--- src/shared/obs_pkg.sv ---
// Constants and types shared by the operand barrel shifter files
package obs_pkg;

    localparam int          DATA_W       = 32;
    localparam int          AMT_W        = 8;
    localparam int          IMM_W        = 8;
    localparam int          POS_W        = 5;

    // Shift amount and immediate landmarks
    localparam logic [7:0]  AMT_NONE     = 8'h00;
    localparam logic [7:0]  AMT_FULL     = 8'h20;
    localparam logic [7:0]  AMT_OVER     = 8'h21;
    localparam logic [4:0]  IMM_POS_MAX  = 5'h18;
    localparam logic [31:0] IMM_SMALL    = 32'h0000_00ff;

    // Values after reset
    localparam logic [31:0] RST_OPERAND  = 32'h0000_0000;
    localparam logic        RST_CARRY    = 1'h0;
    localparam logic        RST_UPDATE   = 1'h0;
    localparam logic        RST_VALID    = 1'h0;

    // Result is ready one clock after the request
    localparam int          LATENCY      = 1;

    typedef enum logic [2:0] {
        SH_LEFT,
        SH_RIGHT,
        SH_ARITH,
        SH_ROTATE,
        SH_EXTEND
    } obs_shift_e;

    typedef enum logic [1:0] {
        IMM_SHIFTED,
        IMM_REP_EVEN,
        IMM_REP_ODD,
        IMM_REP_ALL
    } obs_imm_e;

endpackage

--- src/shared/obs_shift_if.sv ---
// Signals between the top level and the shift core
interface obs_shift_if;
    import obs_pkg::*;

    logic [DATA_W-1:0] src;
    obs_shift_e        kind;
    logic [AMT_W-1:0]  amt;
    logic              cin;
    logic [DATA_W-1:0] result;
    logic              cout;
    logic              active;

    modport core (
        input  src,
        input  kind,
        input  amt,
        input  cin,
        output result,
        output cout,
        output active
    );

    modport user (
        output src,
        output kind,
        output amt,
        output cin,
        input  result,
        input  cout,
        input  active
    );
endinterface

--- src/rtl/obs_shift_core.sv ---
// Combinational barrel shifter for the register form of the second operand
module obs_shift_core
    import obs_pkg::*;
(
    // Shift request and answer
    obs_shift_if.core p
);

    logic [DATA_W:0]     wide;
    logic [2*DATA_W-1:0] dbl;

    always_comb begin
        wide     = '0;
        dbl      = '0;
        p.result = p.src;
        p.cout   = p.cin;
        p.active = 1'b0;
        case (p.kind)
            SH_LEFT: begin
                // Amount zero is the plain pass-through
                if (p.amt != AMT_NONE) begin
                    wide     = {1'b0, p.src} << p.amt;
                    p.result = wide[DATA_W-1:0];
                    p.cout   = wide[DATA_W];
                    p.active = 1'b1;
                end
            end
            SH_RIGHT: begin
                // Extra low bit catches the last bit shifted out
                if (p.amt != AMT_NONE) begin
                    wide     = {p.src, 1'b0} >> p.amt;
                    p.result = wide[DATA_W:1];
                    p.cout   = wide[0];
                    p.active = 1'b1;
                end
            end
            SH_ARITH: begin
                if (p.amt != AMT_NONE) begin
                    // Kept signed on its own so the fill copies the sign bit
                    wide     = $signed({p.src, 1'b0}) >>> p.amt;
                    p.result = wide[DATA_W:1];
                    p.cout   = wide[0];
                    p.active = 1'b1;
                end
            end
            SH_ROTATE: begin
                // Only the low five bits pick the result; multiples of 32 return the source
                if (p.amt != AMT_NONE) begin
                    dbl      = {p.src, p.src} >> p.amt[4:0];
                    p.result = dbl[DATA_W-1:0];
                    p.cout   = dbl[DATA_W-1];
                    p.active = 1'b1;
                end
            end
            SH_EXTEND: begin
                p.result = {p.cin, p.src[DATA_W-1:1]};
                p.cout   = p.src[0];
                p.active = 1'b1;
            end
            default: begin
                p.result = p.src;
                p.cout   = p.cin;
                p.active = 1'b0;
            end
        endcase
    end

endmodule

--- src/rtl/obs_top.sv ---
// Flexible second operand generator: immediate expander and register shifter
module obs_top
    import obs_pkg::*;
(
    // Clock and reset
    input  wire logic              sys_clk,
    input  wire logic              srst,
    // Request from decode and execute
    input  wire logic              req_valid,
    input  wire logic              use_imm,
    input  wire logic              flag_set,
    input  wire logic              carry_in,
    // Register form
    input  wire logic [DATA_W-1:0] shift_source_register,
    input  wire obs_shift_e        shift_kind,
    input  wire logic [AMT_W-1:0]  shift_amt,
    // Immediate form
    input  wire logic [IMM_W-1:0]  imm_value,
    input  wire obs_imm_e          imm_form,
    input  wire logic [POS_W-1:0]  imm_pos,
    // Answer to the arithmetic unit
    output logic                   res_valid,
    output logic [DATA_W-1:0]      flexible_second_operand,
    output logic                   carry_out,
    output logic                   carry_update
);

    // Positions above 24 push high bits out of the word
    function automatic logic [DATA_W-1:0] obs_expand(
        input obs_imm_e          form,
        input logic [IMM_W-1:0]  val,
        input logic [POS_W-1:0]  pos
    );
        logic [DATA_W-1:0] v;
        v = {{(DATA_W-IMM_W){1'b0}}, val};
        case (form)
            IMM_SHIFTED:  obs_expand = v << pos;
            IMM_REP_EVEN: obs_expand = {8'h00, val, 8'h00, val};
            IMM_REP_ODD:  obs_expand = {val, 8'h00, val, 8'h00};
            IMM_REP_ALL:  obs_expand = {val, val, val, val};
            default:      obs_expand = v;
        endcase
    endfunction

    obs_shift_if sh ();

    logic [DATA_W-1:0] imm_word;
    logic [DATA_W-1:0] next_operand;
    logic              next_carry;
    logic              next_update;
    logic              next_valid;

    // Source is only read, never written back
    assign sh.src  = shift_source_register;
    assign sh.kind = shift_kind;
    assign sh.amt  = shift_amt;
    assign sh.cin  = carry_in;

    obs_shift_core u_core (
        .p (sh.core)
    );

    always_comb begin
        imm_word     = obs_expand(imm_form, imm_value, imm_pos);
        next_valid   = req_valid;
        next_operand = flexible_second_operand;
        next_carry   = carry_in;
        next_update  = 1'b0;
        if (req_valid) begin
            if (use_imm) begin
                next_operand = imm_word;
                // Replicated patterns never touch carry
                if (flag_set && imm_form == IMM_SHIFTED && imm_word > IMM_SMALL) begin
                    next_carry  = imm_word[DATA_W-1];
                    next_update = 1'b1;
                end
            end else begin
                next_operand = sh.result;
                if (flag_set && sh.active) begin
                    next_carry  = sh.cout;
                    next_update = 1'b1;
                end
            end
        end
    end

    // Operand holds its last value between requests to save toggling
    always_ff @(posedge sys_clk) begin
        if (srst) begin
            res_valid               <= RST_VALID;
            flexible_second_operand <= RST_OPERAND;
            carry_out               <= RST_CARRY;
            carry_update            <= RST_UPDATE;
        end else begin
            res_valid               <= next_valid;
            flexible_second_operand <= next_operand;
            carry_out               <= next_carry;
            carry_update            <= next_update;
        end
    end
endmodule

--- config.mk ---
export PLATFORM = sky130hd
export DESIGN_NAME = obs_top
export DESIGN_NICKNAME = d
export VERILOG_FILES = /design/src/shared/obs_pkg.sv /design/src/shared/obs_shift_if.sv /design/src/rtl/obs_shift_core.sv /design/src/rtl/obs_top.sv
export SDC_FILE = /design/constraint.sdc
export NUM_CORES = 1
export LEC_CHECK = 0
export CAP_MARGIN = 40
export CELL_PAD_IN_SITES_DETAIL_PLACEMENT = 1
export CELL_PAD_IN_SITES_GLOBAL_PLACEMENT = 1
export CORE_ASPECT_RATIO = 1.75
export CORE_UTILIZATION = 45
export CTS_CLUSTER_DIAMETER = 30
export DETAILED_ROUTE_END_ITERATION = 12
export DONT_BUFFER_PORTS = 1
export PLACE_DENSITY_LB_ADDON = 0.3
export SKIP_CTS_REPAIR_TIMING = 1
export SLEW_MARGIN = 5
export SYNTH_ARGS = -nofsm -noshare
export SYNTH_HDL_FRONTEND = slang
export SYNTH_HIERARCHICAL = 1
export SYNTH_SLANG_ARGS = --single-unit
--- constraint.sdc ---
create_clock -name sys_clk -period 3.24 [get_ports sys_clk]
set_input_delay 0.486 -clock sys_clk [delete_from_list [all_inputs] [get_ports sys_clk]]
set_output_delay 0.486 -clock sys_clk [all_outputs]
set_load 0.05 [all_outputs]
==> summary.md, run 1 <==
| Metric | Value |
|---|---|
| Status | `did not finish` |
| Last stage | `5_1_grt` |
| Tool error | `[ERROR GRT-0116] Global routing finished with congestion. Check the congestion regions in the DRC Viewer.` |
| Synth area leaders | `mux4_2, mux2i_1, dfxtp_1` |
| Most common cell in the netlist | `nand2_1` |
| Die W | `~120 µm` |
| CTS max path bufs | `2` |
| Average cell area after synthesis | `about 7 µm²` |
| Largest area contributor in the netlist | `mux4_2` |
| FF+latch count, synth | `35` |
| Netlist cell types | `between 80 and 90` |
| Root buf cell | `clkbuf_16` |
| Post-Place Setup Slack | `around 0.16 ns` |
| CTS Buf Count | `5` |
| Number of global-route vias before repair | `between 15k and 20k` |
| Synth top area share | `0.113` |
| Post-synth EDFFs | `0` |
| Most used DFF post-synth | `dfxtp_1` |
| Commonest cells in the netlist | `nand2_1, nor2_1, clkbuf_1` |
| Die height | `around 200 µm` |
| HPWL Detailed | `~55 mm` |
| Ys async rst share | `0` |
| Row cnt | `73` |
| Mapped Cells | `roughly 1.5k` |
| Synth warnings | `6` |
| First-pass GRT wire length | `between 100 and 150 mm` |
| Mapped Nets | `around 1.6k` |
| GRT Util Overall | `0.729` |
| Post-synthesis sequential area ratio | `0.0665` |
| Largest net degree at the start of global routing | `between 100 and 150` |
| Grt ovf | `~250` |
| Mapped Area | `10,500 µm²` |
| H-tree levels | `2` |
| Number of I/O pins | `between 90 and 100` |
| Initial Util | `0.462` |
| GP Congestion | `around 1.2` |
| Sink Count | `35` |
| IO buf count | `0` |
routing by layer:
layer	overflow	GRT usage
met1	0	0.743
met2	156	0.940
met3	4	0.515
met4	86	0.708
met5	0	0.148
logic make-up after synthesis:
family / Yosys count / synth area share
AOI/OAI and AO/OA: 520 / 0.343
DFF: 35 / 0.0665
muxes: 200 / 0.262
buffers and inverters: 202 / 0.0856
and+or+nand+nor: 553 / 0.243
per-stage QoR:
| step | area [µm²] | cells | util |
|---|---|---|---|
| detailed placement | 11000 | 1748 | 0.483 |
| CTS | 11200 | 1756 | 0.491 |
| global placement | 11000 | 1748 | 0.483 |
| floorplan | 10500 | 1510 | - |
==> run 2, diff against run 1 <==
- CELL_PAD_IN_SITES_DETAIL_PLACEMENT: 1 -> unset
- CELL_PAD_IN_SITES_GLOBAL_PLACEMENT: 1 -> unset
- CORE_ASPECT_RATIO: 1.75 -> unset
- CORE_UTILIZATION: 45 -> 30
- CTS_CLUSTER_DIAMETER: 30 -> unset
- PLACE_DENSITY_LB_ADDON: 0.3 -> 0.15
==> run 2 against run 1 <==
The flow now finishes without violations. Synthesized cell count is the same. Area after synthesis did not move.
==> summary.md, run 2 <==
| Metric | Value |
|---|---|
| Sink Count | `35 (unchanged)` |
| H-tree levels | `2 (unchanged)` |
| Largest area contributor in the netlist | `mux4_2` |
| Mapped Area | `10,500 µm² (unchanged)` |
| Worst-path fanout max | `between 100 and 150` |
| Most common cell in the netlist | `nand2_1` |
| Status | `completed` |
| Crit path kind | `input port to flip-flop` |
| Number of global-route vias before repair | `around 13k` |
| DRC Markers | `0` |
| Grt ovf | `0` |
| Drt pass-1 iters | `6` |
| Ys async rst share | `0 (unchanged)` |
| Root buf cell | `clkbuf_16` |
| Clock Latency Late Sink | `between 0.2 and 0.3 ns` |
| Fin. Hold Viols | `0` |
| Power per standard cell area | `between 200 and 250 nW/µm²` |
| Commonest cells in the netlist | `nand2_1, nor2_1, clkbuf_1` |
| Fin crit share | `0.936` |
| Placed Cells | `1,958 (+12%)` |
| Final setup viols | `0` |
| Average cell area after synthesis | `6.98 µm² (unchanged)` |
| Final net count | `1,574` |
| Antenna violations before repair | `2` |
| Synth top area share | `0.113 (unchanged)` |
| Mapped Nets | `1,574 (unchanged)` |
| Hold/Removal Path Class | `input port to flip-flop` |
| Row cnt | `68 (-6.8%)` |
| Slew margin rel. | `0.471` |
| Most common cell after layout, fill and taps aside | `nand2_1` |
| Setup TNS | `0 ns` |
| Die height | `189 µm (-7.3%)` |
| GRT Util Overall | `0.413` |
| Wire per inst | `38.6 µm` |
| Synth area leaders | `mux4_2, mux2i_1, dfxtp_1` |
| Clock transition at path regs | `approximately 0.060 ns` |
| Antenna Nets Post-Route | `0` |
| R2R setup slack | `2.12 ns` |
| Peak Freq | `approximately 330 MHz` |
| CP required | `3.42 ns` |
| Worst Skew | `0 ns` |
| Crit start category | `input port` |
| Die ar. | `between 30,000 and 40,000 µm²` |
| Slew Viols, Final | `0` |
| Unrepaired setup endpoints after global routing | `no` |
| CTS max path bufs | `2 (unchanged)` |
| Post-synth EDFFs | `0 (unchanged)` |
| VDD IR max | `approximately 0.37 mV` |
| Data arrival time of the worst path | `between 3 and 4 ns` |
| Share of layout cells above drive strength 1 | `0.210` |
| MaxCap Viol Count | `0` |
| HPWL Detailed | `58.4 mm (+7.1%)` |
| Die W | `189 µm (+61%)` |
| First-pass GRT wire length | `roughly 100 mm` |
| CTS tree | `yes` |
| CTS Buf Count | `5 (unchanged)` |
| FF+latch count, synth | `35 (unchanged)` |
| Initial Util | `0.305 (-0.156)` |
| Final WL | `roughly 76 mm` |
| Commonest cells after routing, fill and taps aside | `nand2_1, buf_4, nor2_1, a21oi_1, mux2i_1` |
| Overall power | `roughly 2900 µW` |
| Final Instance Area | `11,800 µm²` |
| WHS | `between 0.2 and 0.3 ns` |
| Slew at the pin closest to its max-slew limit | `~0.77 ns` |
| Netlist cell types | `85 (unchanged)` |
| Placed Area | `11,600 µm² (+5.4%)` |
| Number of I/O pins | `99 (unchanged)` |
| Fillers | `approximately 3.8k` |
| Post-synthesis sequential area ratio | `0.0665 (unchanged)` |
| Synth warnings | `6 (unchanged)` |
| Setup crit end kind | `flip-flop` |
| IO buf count | `0 (unchanged)` |
| Largest net degree at the start of global routing | `between 100 and 150` |
| Non-Filler Instances | `around 2k` |
| GP Congestion | `1.03 (-14%)` |
| Vias per cell | `a little over 7` |
| Mapped Cells | `1,510 (unchanged)` |
| Final Critical Period | `around 3.0 ns` |
| Synthesis-to-layout area growth | `12.0%` |
| Most used DFF post-synth | `dfxtp_1` |
| Leakage | `0.00430 µW` |
| Largest Register | `flexible_second_operand` |
| Area of the core | `~35,000 µm²` |
| Initial DRC count | `1,840` |
| Via count | `between 10k and 15k` |
| Max FFs per register | `32` |
## run 2: cell counts after synthesis
No cell type changed its count.
## run 2: cell families (layout without fill, tap and decap cells)
logic type | count (synthesis) | count (layout) | synth area share
multiplexers | 200 | 200 | 0.262
buffers and inverters | 202 | 203 | 0.0856
AO/OA/AOI/OAI | 520 | 520 | 0.343
AND/OR/NAND/NOR | 553 | 553 | 0.243
flip-flops | 35 | 35 | 0.0665
other | 0 | 1 | 0
## run 2: area by class of cell
type,instances,area (µm²),area share
repair buffers,174,1330,0.113
inverters,21,78.8,0.00668
flip-flops and latches,35,701,0.0594
diodes,1,2.50,0.000212
well taps,455,569,0.0482
clock inverters,3,46.3,0.00392
clock buffers,5,125,0.0106
multi-input cells,1273,8950,0.758
## run 2: metrics by stage
step / setup WS [ns] / utilization
after floorplan: 0.331 / -
after global placement: 0.0588 / 0.337
after detailed placement: 0.104 / 0.337
after CTS: 0.398 / 0.342
after global routing: 0.190 / 0.342
final: 0.208 / 0.342
## run 2: per-layer routing
layer | part of all wire | vias up | track usage | routed length (µm)
met5 | 0.00043 | - | 0 | 33
met4 | 0.069 | 4 | 0.245 | 5250
met3 | 0.093 | 213 | 0.0830 | 7070
met2 | 0.44 | 960 | 0.645 | 33700
met1 | 0.39 | 6877 | 0.523 | 30000
li1 | - | 5817 | - | -
## run 2: path summary, 6_finish.rpt
| kind | from | endpoint | cells after the start |
|---|---|---|---|
| setup reg to reg | flexible_second_operand[22] | flexible_second_operand[22] | 3 |
| setup / recovery | shift_amt[0] | flexible_second_operand[16] | 8 |
| hold / removal | srst | flexible_second_operand[16] | 1 |
| hold reg to reg | flexible_second_operand[11] | flexible_second_operand[11] | 2 |
## run 2: worst max-delay path: stages
cell and delay [ns]:
mux4_2 0.52, a2111oi_0 0.59, a211oi_1 0.21, o2bb2ai_1 0.18, a222oi_1 0.66, nand2_1 0.16
o211ai_1 0.22, a21oi_1 0.08
## run 2: report_power, final
part	internal (µW)	switching (µW)	total [µW]
clock	366	214	580
combinational	679	1020	1690
sequential	460	126	587
total	1500	1360	2860
Power figures use the tool's default switching activity.
